<file path="config.mk">
export PLATFORM = sky130hd
export DESIGN_NAME = pdt_core
export DESIGN_NICKNAME = d
export VERILOG_FILES = /design/src/design/pdt_pkg.sv /design/src/design/pdt_presc.sv /design/src/design/pdt_deadtime.sv /design/src/design/pdt_core.sv
export SDC_FILE = /design/constraint.sdc
export NUM_CORES = 1
export LEC_CHECK = 0
export BUFFER_PORTS_ARGS = -buffer_cell sky130_fd_sc_hd__buf_2
export CAP_MARGIN = 20
export CORE_MARGIN = 5
export CORE_UTILIZATION = 60
export DETAILED_ROUTE_END_ITERATION = 10
export GPL_TIMING_DRIVEN = 0
export PLACE_DENSITY = 0.78
export REMOVE_ABC_BUFFERS = 1
export SLEW_MARGIN = 20
export SYNTH_ARGS = -nofsm -noshare
export SYNTH_HDL_FRONTEND = slang
export SYNTH_SLANG_ARGS = --single-unit
</file>
<file path="constraint.sdc">
create_clock -name clk_i -period 3.8 [get_ports clk_i]
set_input_delay 0.19 -clock clk_i [delete_from_list [all_inputs] [get_ports clk_i]]
set_output_delay 0.19 -clock clk_i [all_outputs]
set_load 0.01 [all_outputs]
</file>
<file path="src/design/pdt_pkg.sv">
// Notes on behaviour
// - Writing the prescaler reset bit one clears the timer prescaler.
// - Each timer tick clears, increments or decrements; reaching zero is flagged.
// - Timer clock from system or fast clock; clock select zero stops it.
// - Counter always accessible; CPU write beats clear or count.
// - Counter compared continuously with all four compare registers.
// - Match on A, B or D sets its flag one timer tick later.
// - Enabled flag raises interrupt; cleared by service or writing one.
// - PWM modes double buffer compare registers; normal mode writes directly.
// - Reading a buffered compare register returns the pending value.
// - Non-PWM force strobe acts like a match without flag or clear.
// - Counter write blocks matches on A, B and D in the following timer tick.
// - Compare outputs keep their level across waveform mode changes.
// - Output mode bits are not buffered and act at once.
// - Dead time only in PWM with output mode 01.
// - Three dead-time generators make non-overlapping output pairs.
// - Dead-time prescaler divides source clock by 1, 2, 4 or 8.
// - Waveform edge starts 4-bit down counter; rising output held until zero.
// - Rising edge loads upper dead-time field, falling edge the lower.
// - With zero dead time, pairs still lag the waveform by two ticks.
// - Inversion bit inverts both pair outputs, both high in dead time.
// - Register top is clear value; A, B, D drive outputs and flags.
package pdt_pkg;
  localparam int unsigned ADDR_W = 4;
  localparam int unsigned DATA_W = 8;
  localparam int unsigned PRESC_W = 14;
  localparam int unsigned DT_W = 4;
  // ----------------------------------------------------------------------
  // Register offsets
  // ----------------------------------------------------------------------
  localparam logic [3:0] OFS_CTRL_A = 4'h0;
  localparam logic [3:0] OFS_CTRL_B = 4'h1;
  localparam logic [3:0] OFS_CTRL_C = 4'h2;
  localparam logic [3:0] OFS_CTRL_D = 4'h3;
  localparam logic [3:0] OFS_FLAGS = 4'h4;
  localparam logic [3:0] OFS_PLL = 4'h5;
  localparam logic [3:0] OFS_COUNT = 4'h6;
  localparam logic [3:0] OFS_CMP_A = 4'h7;
  localparam logic [3:0] OFS_CMP_B = 4'h8;
  localparam logic [3:0] OFS_CMP_TOP = 4'h9;
  localparam logic [3:0] OFS_CMP_D = 4'hA;
  localparam logic [3:0] OFS_DEAD = 4'hB;
  localparam logic [3:0] OFS_DT_PRESC = 4'hC;
  // ----------------------------------------------------------------------
  // Field positions
  // ----------------------------------------------------------------------
  localparam int unsigned B_PWM_A = 6;
  localparam int unsigned B_PWM_B = 7;
  localparam int unsigned B_PSC_RST = 6;
  localparam int unsigned B_INVERT = 7;
  localparam int unsigned B_PWM_D = 0;
  localparam int unsigned B_WGM_LO = 1;
  localparam int unsigned B_FORCE_LO = 4;
  localparam int unsigned B_OVF = 3;
  localparam int unsigned B_LOCK = 7;
  localparam int unsigned B_FAST_EN = 0;
  // ----------------------------------------------------------------------
  // Reset values and codes
  // ----------------------------------------------------------------------
  localparam logic [7:0] RST_REG = 8'h00;
  localparam logic [7:0] RST_TOP = 8'hFF;
  localparam logic [1:0] COM_OFF = 2'h0;
  localparam logic [1:0] COM_TOGGLE = 2'h1;
  localparam logic [1:0] COM_CLEAR = 2'h2;
  localparam logic [1:0] COM_SET = 2'h3;
  localparam logic [1:0] WGM_FAST = 2'h0;
  localparam logic [1:0] WGM_DUAL = 2'h1;
  typedef enum logic [1:0] {
    PDT_UP = 2'b01,
    PDT_DOWN = 2'b10
  } pdt_dir_t;
  typedef struct packed {
    logic true_lvl;
    logic comp_lvl;
  } pdt_pair_t;
endpackage

</file>
<file path="src/design/pdt_presc.sv">
`timescale 1ns/100ps
module pdt_presc #(
  parameter int unsigned CW = pdt_pkg::PRESC_W
) (
  input wire logic clk_i,
  input wire logic reset_n_i,
  input wire logic src_tick_i,
  input wire logic clear_i,
  input wire logic [3:0] sel_i,
  output logic tick_o
);
  import pdt_pkg::*;
  logic [CW-1:0] cnt_q;
  logic [CW-1:0] cnt_d;
  logic [CW-1:0] mask;
  if (CW < 14) begin : g_width_chk
    $error("prescaler narrower than 14 bits");
  end
  assign mask = (sel_i == 4'h0) ? '0 : CW'((32'h1 << (sel_i - 4'h1)) - 1);
  // Divide by 2^(sel-1), zero selection stops
  assign tick_o = (sel_i != 4'h0) && src_tick_i && ((cnt_q & mask) == mask);
  assign cnt_d = clear_i ? '0 : (src_tick_i ? cnt_q + 1'b1 : cnt_q);
  always_ff @(posedge clk_i or negedge reset_n_i) begin
    if (!reset_n_i) cnt_q <= '0;
    else cnt_q <= cnt_d;
  end
endmodule

</file>
<file path="src/design/pdt_deadtime.sv">
`timescale 1ns/100ps
module pdt_deadtime (
  input wire logic clk_i,
  input wire logic reset_n_i,
  input wire logic tick_i,
  input wire logic dt_tick_i,
  input wire logic wave_i,
  input wire logic dt_en_i,
  input wire logic invert_i,
  input wire logic [pdt_pkg::DT_W-1:0] rise_i,
  input wire logic [pdt_pkg::DT_W-1:0] fall_i,
  output pdt_pkg::pdt_pair_t pair_o
);
  import pdt_pkg::*;
  logic wave_q;
  logic [DT_W-1:0] cnt_q;
  logic [DT_W-1:0] cnt_d;
  logic edge_seen;
  logic zero;
  pdt_pair_t pair_d;
  assign edge_seen = tick_i && (wave_i != wave_q);
  assign zero = (cnt_q == '0) || !dt_en_i;
  assign cnt_d = edge_seen ? (wave_i ? rise_i : fall_i) :
    ((dt_tick_i && cnt_q != '0) ? cnt_q - 1'b1 : cnt_q);
  // Rising side of each output waits for zero count
  assign pair_d.true_lvl = (wave_q & zero) ^ invert_i;
  assign pair_d.comp_lvl = (dt_en_i ? (~wave_q & zero) : ~wave_q) ^ invert_i;
  always_ff @(posedge clk_i or negedge reset_n_i) begin
    if (!reset_n_i) begin
      wave_q <= 1'b0;
      cnt_q <= '0;
      pair_o <= '0;
    end else begin
      cnt_q <= cnt_d;
      if (tick_i) wave_q <= wave_i;
      if (tick_i) pair_o <= pair_d;
    end
  end
endmodule

</file>
<file path="src/design/pdt_core.sv">
`timescale 1ns/100ps
module pdt_core #(
  parameter int unsigned CNT_W = pdt_pkg::DATA_W
) (
  input wire logic clk_i,
  input wire logic reset_n_i,
  input wire logic [pdt_pkg::ADDR_W-1:0] addr_i,
  input wire logic [pdt_pkg::DATA_W-1:0] wdata_i,
  input wire logic wr_i,
  input wire logic rd_i,
  output logic [pdt_pkg::DATA_W-1:0] rdata_o,
  input wire logic fast_clk_i,
  input wire logic pll_lock_i,
  input wire logic [3:0] irq_ack_i,
  output logic irq_o,
  output logic [2:0] wave_o,
  output pdt_pkg::pdt_pair_t [2:0] pair_o
);
  import pdt_pkg::*;
  if (CNT_W != DATA_W) begin : g_width_chk
    $error("counter width must equal data width");
  end
  // --------------------------------------------------------------------
  // Registers
  // --------------------------------------------------------------------
  logic [7:0] ctrl_a_q, ctrl_b_q, ctrl_c_q, ctrl_d_q;
  logic [7:0] dead_q;
  logic [1:0] dt_presc_q;
  logic fast_en_q;
  logic [3:0] flag_q, flag_d;
  logic [7:0] cnt_q, cnt_d, cnt_nx;
  logic [7:0] buf_q [4];
  logic [7:0] act_q [4];
  logic blk_q;
  logic irq_q;
  logic [7:0] rdata_q;
  logic [2:0] wave_q, wave_d;
  pdt_dir_t dir_q, dir_d;
  logic fsync1_q, fsync2_q, fsync3_q;
  logic lsync1_q, lsync2_q;
  logic [2:0] dtc_q;
  // --------------------------------------------------------------------
  // Decode
  // --------------------------------------------------------------------
  wire wr_a = wr_i && addr_i == OFS_CTRL_A;
  wire wr_b = wr_i && addr_i == OFS_CTRL_B;
  wire wr_c = wr_i && addr_i == OFS_CTRL_C;
  wire wr_d = wr_i && addr_i == OFS_CTRL_D;
  wire wr_flag = wr_i && addr_i == OFS_FLAGS;
  wire wr_pll = wr_i && addr_i == OFS_PLL;
  wire wr_cnt = wr_i && addr_i == OFS_COUNT;
  wire wr_dead = wr_i && addr_i == OFS_DEAD;
  wire wr_dtp = wr_i && addr_i == OFS_DT_PRESC;
  wire [3:0] wr_cmp = {wr_i && addr_i == OFS_CMP_D,
    wr_i && addr_i == OFS_CMP_TOP, wr_i && addr_i == OFS_CMP_B,
    wr_i && addr_i == OFS_CMP_A};
  wire [2:0][1:0] com = {ctrl_a_q[5:4], ctrl_a_q[3:2], ctrl_a_q[1:0]};
  wire [2:0] pwm_en = {ctrl_c_q[B_PWM_D], ctrl_a_q[B_PWM_B],
    ctrl_a_q[B_PWM_A]};
  wire pwm_any = |pwm_en;
  wire [1:0] wgm = ctrl_c_q[B_WGM_LO+1:B_WGM_LO];
  wire dual = pwm_any && wgm == WGM_DUAL;
  wire [2:0] force_s = (wr_c && !pwm_any) ?
    wdata_i[B_FORCE_LO+2:B_FORCE_LO] : 3'h0;
  wire invert = ctrl_b_q[B_INVERT];
  // --------------------------------------------------------------------
  // Clock source and prescalers
  // --------------------------------------------------------------------
  wire fast_edge = fsync2_q && !fsync3_q;
  wire src_tick = fast_en_q ? fast_edge : 1'b1;
  wire tick;
  wire [2:0] dt_mask = 3'((4'h1 << dt_presc_q) - 4'h1);
  wire dt_tick = src_tick && ((dtc_q & dt_mask) == dt_mask);
  pdt_presc u_presc (
    .clk_i(clk_i),
    .reset_n_i(reset_n_i),
    .src_tick_i(src_tick),
    .clear_i(wr_b && wdata_i[B_PSC_RST]),
    .sel_i(ctrl_b_q[3:0]),
    .tick_o(tick)
  );
  // --------------------------------------------------------------------
  // Counter unit
  // --------------------------------------------------------------------
  wire [7:0] top = act_q[2];
  wire at_top = cnt_q == top;
  wire at_bot = cnt_q == 8'h00;
  always_comb begin
    dir_d = dir_q;
    cnt_nx = cnt_q + 8'h01;
    if (!dual) begin
      dir_d = PDT_UP;
      if (at_top) cnt_nx = 8'h00;
    end else begin
      case (dir_q)
        PDT_UP: begin
          if (at_top) begin
            dir_d = PDT_DOWN;
            cnt_nx = at_bot ? cnt_q : cnt_q - 8'h01;
          end
        end
        PDT_DOWN: begin
          if (at_bot) dir_d = PDT_UP;
          else cnt_nx = cnt_q - 8'h01;
        end
        default: dir_d = PDT_UP;
      endcase
    end
  end
  // CPU write wins over counting
  assign cnt_d = wr_cnt ? wdata_i : (tick ? cnt_nx : cnt_q);
  wire ovf_set = tick && !wr_cnt && cnt_nx == 8'h00;
  // Buffered compare update point
  wire upd = tick && (dual ? at_bot : at_top);
  // --------------------------------------------------------------------
  // Compare and waveform
  // --------------------------------------------------------------------
  wire [3:0] cmp_eq;
  wire [2:0] match;
  genvar g;
  generate
    for (g = 0; g < 4; g++) begin : g_cmp
      assign cmp_eq[g] = cnt_q == act_q[g];
    end
    for (g = 0; g < 3; g++) begin : g_ch
      localparam int unsigned IX = (g == 2) ? 3 : g;
      assign match[g] = tick && !blk_q && cmp_eq[IX];
      always_comb begin
        wave_d[g] = wave_q[g];
        if (force_s[g] || (match[g] && !pwm_any)) begin
          case (com[g])
            COM_TOGGLE: wave_d[g] = !wave_q[g];
            COM_CLEAR: wave_d[g] = 1'b0;
            COM_SET: wave_d[g] = 1'b1;
            default: wave_d[g] = wave_q[g];
          endcase
        end else if (pwm_any && com[g] != COM_OFF) begin
          if (dual && match[g]) begin
            wave_d[g] = (com[g] == COM_SET) ^ (dir_q == PDT_DOWN);
          end else if (!dual && match[g]) begin
            wave_d[g] = com[g] == COM_SET;
          end else if (!dual && tick && at_top) begin
            wave_d[g] = com[g] != COM_SET;
          end
        end
      end
      pdt_deadtime u_dt (
        .clk_i(clk_i),
        .reset_n_i(reset_n_i),
        .tick_i(tick),
        .dt_tick_i(dt_tick),
        .wave_i(wave_q[g]),
        .dt_en_i(pwm_en[g] && com[g] == COM_TOGGLE),
        .invert_i(invert),
        .rise_i(dead_q[7:4]),
        .fall_i(dead_q[3:0]),
        .pair_o(pair_o[g])
      );
    end
  endgenerate
  // --------------------------------------------------------------------
  // Flags and interrupt
  // --------------------------------------------------------------------
  wire [3:0] flag_set = {ovf_set, match[2], match[1], match[0]};
  wire [3:0] flag_clr = irq_ack_i | (wr_flag ? wdata_i[3:0] : 4'h0);
  assign flag_d = (flag_q & ~flag_clr) | flag_set;
  // --------------------------------------------------------------------
  // Read mux
  // --------------------------------------------------------------------
  wire [7:0] rd_mux =
    (addr_i == OFS_CTRL_A) ? ctrl_a_q :
    (addr_i == OFS_CTRL_B) ? {ctrl_b_q[7], 1'b0, 2'b00, ctrl_b_q[3:0]} :
    (addr_i == OFS_CTRL_C) ? {5'h00, ctrl_c_q[2:0]} :
    (addr_i == OFS_CTRL_D) ? {4'h0, ctrl_d_q[3:0]} :
    (addr_i == OFS_FLAGS) ? {4'h0, flag_q} :
    (addr_i == OFS_PLL) ? {lsync2_q, 6'h00, fast_en_q} :
    (addr_i == OFS_COUNT) ? cnt_q :
    (addr_i == OFS_CMP_A) ? buf_q[0] :
    (addr_i == OFS_CMP_B) ? buf_q[1] :
    (addr_i == OFS_CMP_TOP) ? buf_q[2] :
    (addr_i == OFS_CMP_D) ? buf_q[3] :
    (addr_i == OFS_DEAD) ? dead_q :
    (addr_i == OFS_DT_PRESC) ? {6'h00, dt_presc_q} : 8'h00;
  // --------------------------------------------------------------------
  // State
  // --------------------------------------------------------------------
  always_ff @(posedge clk_i or negedge reset_n_i) begin
    if (!reset_n_i) begin
      ctrl_a_q <= RST_REG;
      ctrl_b_q <= RST_REG;
      ctrl_c_q <= RST_REG;
      ctrl_d_q <= RST_REG;
      dead_q <= RST_REG;
      dt_presc_q <= 2'h0;
      fast_en_q <= 1'b0;
      flag_q <= 4'h0;
      cnt_q <= RST_REG;
      dir_q <= PDT_UP;
      blk_q <= 1'b0;
      irq_q <= 1'b0;
      rdata_q <= RST_REG;
      wave_q <= 3'h0;
      dtc_q <= 3'h0;
    end else begin
      if (wr_a) ctrl_a_q <= wdata_i;
      if (wr_b) ctrl_b_q <= wdata_i & 8'hBF;
      if (wr_c) ctrl_c_q <= wdata_i & 8'h07;
      if (wr_d) ctrl_d_q <= wdata_i & 8'h0F;
      if (wr_dead) dead_q <= wdata_i;
      if (wr_dtp) dt_presc_q <= wdata_i[1:0];
      if (wr_pll) fast_en_q <= wdata_i[B_FAST_EN];
      flag_q <= flag_d;
      cnt_q <= cnt_d;
      if (tick) dir_q <= dir_d;
      blk_q <= wr_cnt || (blk_q && !tick);
      irq_q <= |(flag_q & ctrl_d_q[3:0]);
      rdata_q <= rd_i ? rd_mux : 8'h00;
      wave_q <= wave_d;
      if (src_tick) dtc_q <= dtc_q + 3'h1;
    end
  end
  always_ff @(posedge clk_i or negedge reset_n_i) begin
    if (!reset_n_i) begin
      for (int i = 0; i < 4; i++) begin
        buf_q[i] <= (i == 2) ? RST_TOP : RST_REG;
        act_q[i] <= (i == 2) ? RST_TOP : RST_REG;
      end
    end else begin
      for (int i = 0; i < 4; i++) begin
        if (wr_cmp[i]) buf_q[i] <= wdata_i;
        if (wr_cmp[i] && !pwm_any) act_q[i] <= wdata_i;
        else if (upd && pwm_any) act_q[i] <= buf_q[i];
      end
    end
  end
  // Fast clock and lock pin synchronisers
  always_ff @(posedge clk_i or negedge reset_n_i) begin
    if (!reset_n_i) begin
      fsync1_q <= 1'b0;
      fsync2_q <= 1'b0;
      fsync3_q <= 1'b0;
      lsync1_q <= 1'b0;
      lsync2_q <= 1'b0;
    end else begin
      fsync1_q <= fast_clk_i;
      fsync2_q <= fsync1_q;
      fsync3_q <= fsync2_q;
      lsync1_q <= pll_lock_i;
      lsync2_q <= lsync1_q;
    end
  end
  assign rdata_o = rdata_q;
  assign irq_o = irq_q;
  assign wave_o = wave_q;
endmodule

</file>
**Yosys cells after proc, flatten, opt, wreduce, memory -nomap -nowiden**

Index checks and enable logic that the tools add are counted.
Widths: inputs -> output; s select.

- Flip-flop bits (word level): 167
- Logic and storage cells: 302
- Input bits: 22
- Output and inout port bits: 18

- Muxes and demuxes: 71
- Add/sub/neg operators: 10
- Eq/ne operators: 41
- Reduce and logical (&&, ||, !) cells: 110
- Shift-type cells: 2
- Bitwise operators: 25

Operators by type and width:

| cell | number |
|---|---|
| $mux 8 | 28 |
| $logic_and 1x1->1 | 56 |
| $mux 14 | 3 |
| $mux 4 | 10 |
| $eq 8x8->1 | 4 |
| $reduce_bool 2->1 | 15 |
| $reduce_bool 4->1 | 7 |
| $eq 4x4->1 const B | 5 |
| $logic_not 4->1 | 5 |
| $mux 1 | 20 |
| $eq 4x3->1 const B | 4 |
| $logic_not 8->1 | 2 |
| $pmux 8 s2 | 1 |
| $sub 4x1->4 const B | 4 |
| $add 14x1->14 const B | 1 |
| $and 14x14->14 | 1 |
| $eq 14x14->1 | 1 |
| $eq 2x2->1 const B | 7 |
| $shl 1x4->14 const A | 1 |
| $sub 14x1->14 const B | 1 |
| $logic_not 1->1 | 12 |
| $ne 4x1->1 const B | 3 |
| $reduce_and 3->1 | 4 |
| $eq 2x1->1 const B | 5 |
| 25 further kinds | 59 |

**Longest topological paths before layout**

- Depth in word-level cells: 15
- Depth in mapped cells: 15
- Mapped depth without buffers: 11

**Cells and area by module**

Synthesis repeated with hierarchy kept, for this count alone.

- Cells, all modules: 1024
- Area, all modules: 9826.9 sq um

By module, submodules not included:

| module | area an instance (sq um) | cells an instance | instances | sequential area each (sq um) |
|---|---|---|---|---|
| pdt_core | 7329.5 | 739 | 1 | 3274.4 |
| pdt_deadtime | 488.0 | 53 | 3 | 175.2 |
| pdt_presc | 1033.5 | 126 | 1 | 350.3 |

**Worst setup path before layout**

Ideal clock, no wire load.

- Path type: register -> register
- Start point: register ctrl_b_q[2]
- End point: register wave_q[2] (netlist: wave_o[2])
- Slack: 0.506 ns
- Period minus slack after synthesis: 3.294 ns
- Library setup time: 0.135 ns
- Required time: 3.665 ns
- Cell stages (with the launch flop): 14
- Path buffers: 3
- Arrival time: 3.159 ns
- Cells stage by stage: dfrtp_1 -> buf_2 -> clkbuf_1 -> nor2_1 -> nand3_1 -> ha_1 -> xor2_1 -> a221o_1 -> a2111o_1 -> or3_1 -> buf_6 -> or4_1 -> a31oi_1 -> a311oi_1

- Cells in the longest elaborated chain, start to end: 14
- Elaborated cells on any way between the ends: 26
- Classes of those cells: add/sub: 2; eq/ne: 2; shift: 1; mux: 5; bitwise: 1; reduce/logical: 15

RTL lines:

| element | line | text |
|---|---|---|
| start, declared | pdt_core.sv:26 | `logic [7:0] ctrl_a_q, ctrl_b_q, ctrl_c_q, ctrl_d_q;` |
| start signal, assigned | pdt_core.sv:206 | `if (wr_b) ctrl_b_q <= wdata_i & 8'hBF;` |
| $sub 4x1->4 | pdt_presc.sv:19 | `assign mask = (sel_i == 4'h0) ? '0 : CW'((32'h1 << (sel_i - 4'h1)) - 1);` |
| $shl 1x4->14 | pdt_presc.sv:19 |  |
| $sub 14x1->14 | pdt_presc.sv:19 |  |
| $mux 14 | pdt_presc.sv:19 |  |
| $and 14x14->14 | pdt_presc.sv:21 | `assign tick_o = (sel_i != 4'h0) && src_tick_i && ((cnt_q & mask) == mask);` |
| $eq 14x14->1 | pdt_presc.sv:21 |  |
| $logic_and 1x1->1 (*) | pdt_presc.sv:21 |  |
| $logic_and 1x1->1 (2 in a row) | pdt_core.sv:127 | `assign match[g] = tick && !blk_q && cmp_eq[IX];` |
| $logic_and 1x1->1 | pdt_core.sv:140 | `end else if (!dual && match[g]) begin` |
| $mux 1 | pdt_core.sv:140 |  |
| $mux 1 | pdt_core.sv:138 | `if (dual && match[g]) begin` |
| $mux 1 | pdt_core.sv:137 | `end else if (pwm_any && com[g] != COM_OFF) begin` |
| $mux 1 | pdt_core.sv:130 | `if (force_s[g] \|\| (match[g] && !pwm_any)) begin` |
| end signal, assigned | pdt_core.sv:218 | `wave_q <= wave_d;` |
| end, declared | pdt_core.sv:37 | `logic [2:0] wave_q, wave_d;` |

Every way passes the cells marked *; elsewhere a longest branch is shown, timed or not. The select of a mux whose other input is x is not followed.
A chain may end at the register's enable or synchronous reset.

**Final worst setup path**

Same ends and word-level chain as after synthesis.

==> impl_results.md <==
- F_max: ~270 MHz
- Total Routing Usage GR: between 20% and 30%
- Post-Synthesis Cell Area: around 9600 um^2
- Post-DR wirelength/cell: 20.1 um
- Drt initial violations: around 850
- Syn_area_per_cell: ~9.4 um^2
- Startpoint types: register
- Synth Register Bits: between 150 and 200
- EDFF count, synth: 0
- Synth-to-layout area growth: 10.3%
- Share of cells above drive strength 1: a little under a fifth
- CP required: ~4.1 ns
- Worst Path Buf+Inv: 0
- Starting Density: 60.8%
- Post-synth top area share: roughly two fifths
- Final WS setup: between 0.15 and 0.2 ns
- Rel. slew slack: ~28%
- Pwr/cell area: approximately 660 nW/um^2
- Vias per inst: between 6 and 7
- Top sig layer: met4
- CTS buffer count: 17
- Die Area: ~19000 um^2
- Ys async rst share: 100%
- Synth Instances: ~1000
- Placer Congestion: just under 1
- Post-route DRC: 0
- First-pass GRT wire length: about 40000 um
- Final TNS setup: 0 ns
- Worst VDD drop: between 400 and 500 uV
- Distinct cells, synth: 67
- Die Y: roughly 140 um
- WL met2: 11700 um
- DPL Wire Length: between 15000 and 20000 um
- Pre-CTS WS: -0.377 ns
- CP arrival: ~4.0 ns
- Reg-to-reg endpoint: wave_o[2]$_DFFE_PN0P_
- CP top delay family: simple AND/OR/NAND/NOR gates
- Total iterations of the first detailed-routing run: 6
- Maximum clock insertion buffer count: 2
- Outcome: finished clean
- CTS tree: built
- Num Clock Sinks: around 170
- Cell chain of the critical path: nor2_1 > nand2_1 > ha_1 > xor2_1 > a221o_1 > a2111o_1 > or3_4 > or4_1 > a31oi_1 > a311oi_1
- Max-Cap Viols: 0
- CP Max Fanout: 17
- Most frequently used flop master after synthesis: dfrtp_1
- Worst path max stage delay: 0.58 ns
- Num rows: 46
- Worst Tran Pin Value: 1.07 ns
- Nets: about 1100
- Core ar.: between 15000 and 20000 um^2
- Clock transition at path regs: about 0.070 ns
- Yosys warnings: 0
- Total power: about 0.007 W
- Post-layout util: between 60% and 70%
- Period utilization: about 96%
- Antenna violations before repair: 0
- Worst Setup EP: wave_o[2]$_DFFE_PN0P_
- R2R setup slack: ~0.16 ns
- Fill cells: 1224
- Congestion Overflow GR: 0
- Worst R2R Path Depth: 10
- WL met1: 10600 um
- Hold Crit Class: primary input to register
- Dominant cell type by area after synthesis: dfrtp_1
- Vias in the first global route: roughly 7600
- Min cycle time layout: about 3.6 ns
- Endpoints failing setup: 0
- Leakage power: around 4.3 nW
- Finished Cell Area: 10600 um^2
- Io pins: 40
- Largest net degree at the start of global routing: 100
- Max Slew Vio Count: 0
- Setup CP Type: register to register
- Post-synthesis sequential area ratio: 43.3%
- Area contributors post-synth: dfrtp_1 (39%), mux2_2 (8.0%), mux2i_1 (6.0%)
- DR vias: 7915
- Placed cell area: around 10000 um^2
- Routed Antenna Nets: 0
- IO buf count: 39
- Skew final: 0.0146 ns
- Htree depth: 4
- Slowest stage cell, crit path: dfrtp_1
- Reg-to-Reg Start: ctrl_b_q[2]$_DFFE_PN0P_
- Clk_lat worst skew: 0.44 ns
- CP Depth: 10
- CP endpoint kind: register
- Final wirelength: about 25000 um
- Root Buffer: clkbuf_16
- Die width: between 100 and 150 um
- Worst setup startpoint: ctrl_b_q[2]$_DFFE_PN0P_
- RSZ-0062 raised after global routing: false
- Final hold violation count: 0
- WL met3: ~2000 um
-- layer usage --
metal / track usage (%) / up-vias
met2: 43.6 / 332
met4: 11.2 / 0
met1: 38.4 / 3877
met5: 0 / -
li1: - / 3625
met3: 6.14 / 81
-- worst min path at each step --
stage / from / end / slack (ns) / cells past startpoint
2_1_floorplan: reset_n_i / act_q[0]$_DFFE_PN0P_ / -0.11 / 0
3_3_place_gp: fast_clk_i / fsync1_q$_DFF_PN0_ / 0.30 / 1
3_5_place_dp: reset_n_i / act_q[27]$_DFFE_PN0P_ / 0.26 / 2
4_1_cts: irq_ack_i[1] / flag_q[1]$_DFF_PN0_ / 0.04 / 3
5_1_grt: irq_ack_i[1] / flag_q[1]$_DFF_PN0_ / 0.05 / 3
6_report: irq_ack_i[1] / flag_q[1]$_DFF_PN0_ / 0.05 / 3
-- placed cells by master, fill, tap and decap left out, types with 17 or more instances in the layout --
cell and instances:
nand3_1 20, xor2_1 28, o21ai_1 21, mux2i_1 57, buf_2 39, o21ai_0 74, mux2_2 68, clkbuf_16 17
nor2_1 73, nor3_1 21, dfstp_2 17, a21oi_1 56, inv_1 29, xnor2_1 37, dfrtp_1 148, nand2_1 120
-- logic make-up (layout without fill, tap and decap cells) --
group                      Yosys count  count (layout)  share of synthesized area (%)
buffers and inverters               97             112                           4.36
DFF                                165             165                           43.3
and+or+nand+nor                    324             326                           16.0
xor gates and xnor gates            65              65                           5.94
muxes                              127             127                           14.4
other                                0               1                              0
adders and majority gates           14              14                           1.83
AOI/OAI and AO/OA                  227             227                           14.2
-- synth_stat cells (17+ instances only) --
| master | number |
|---|---|
| clkbuf_1 | 45 |
| mux2_2 | 68 |
| xor2_1 | 28 |
| inv_1 | 29 |
| nand3_1 | 20 |
| o21ai_0 | 75 |
| nor3_1 | 24 |
| o21ai_1 | 20 |
| dfrtp_1 | 148 |
| nand2_1 | 120 |
| a21oi_1 | 56 |
| mux2i_1 | 57 |
| xnor2_1 | 37 |
| dfstp_2 | 17 |
| nor2_1 | 73 |
-- worst min-delay path: cells and delay by family --
| family | cells | cell delay [ns] |
|---|---|---|
| buf+inv | 1 | 0.10 |
| simple gates | 1 | 0.09 |
| compound gates | 1 | 0.07 |
-- per-stage QoR --
stage                     hold WS [ns]  instances
after floorplan                 -0.106        951
after global placement           0.299       1206
after CTS                       0.0421       1250
after detailed placement         0.257       1211
after global routing            0.0499       1252
final                           0.0538       1253
-- sequential cells by signal, indices dropped and copies added, names as in the netlist, 12 cells and up --
register         cells
act_q               24
g_ch.u_dt.cnt_q     12
buf_q               32
u_presc.cnt_q       14
-- power breakdown --
group	leakage, nW	switching (W)	total (W)	internal [W]
Combinational	2.00	0.00108	0.00209	0.00100
Clock	0.288	0.000783	0.00177	0.000989
Sequential	1.99	0.000740	0.00307	0.00233
-- layout make-up --
class | count | area (um^2) | share of cell area (%)
multi-input cells | 759 | 5080 | 48.0
flip-flops and latches | 165 | 4150 | 39.3
clock buffers | 18 | 429 | 4.06
repair buffers | 51 | 365 | 3.46
clock inverters | 14 | 168 | 1.59
inverters | 29 | 109 | 1.03
diodes | 1 | 2.50 | 0.0237
well taps | 216 | 270 | 2.56
-- what timing repair did --
item	in CTS	in global routing
gates cloned	1	1
hold endpoints to repair	83	0
hold buffers	3	0
setup buffers	3	0
pin swaps	2	1
gates resized for setup	1	0
endpoints found under the setup margin	33	2
(Power assumes the default switching activity.)
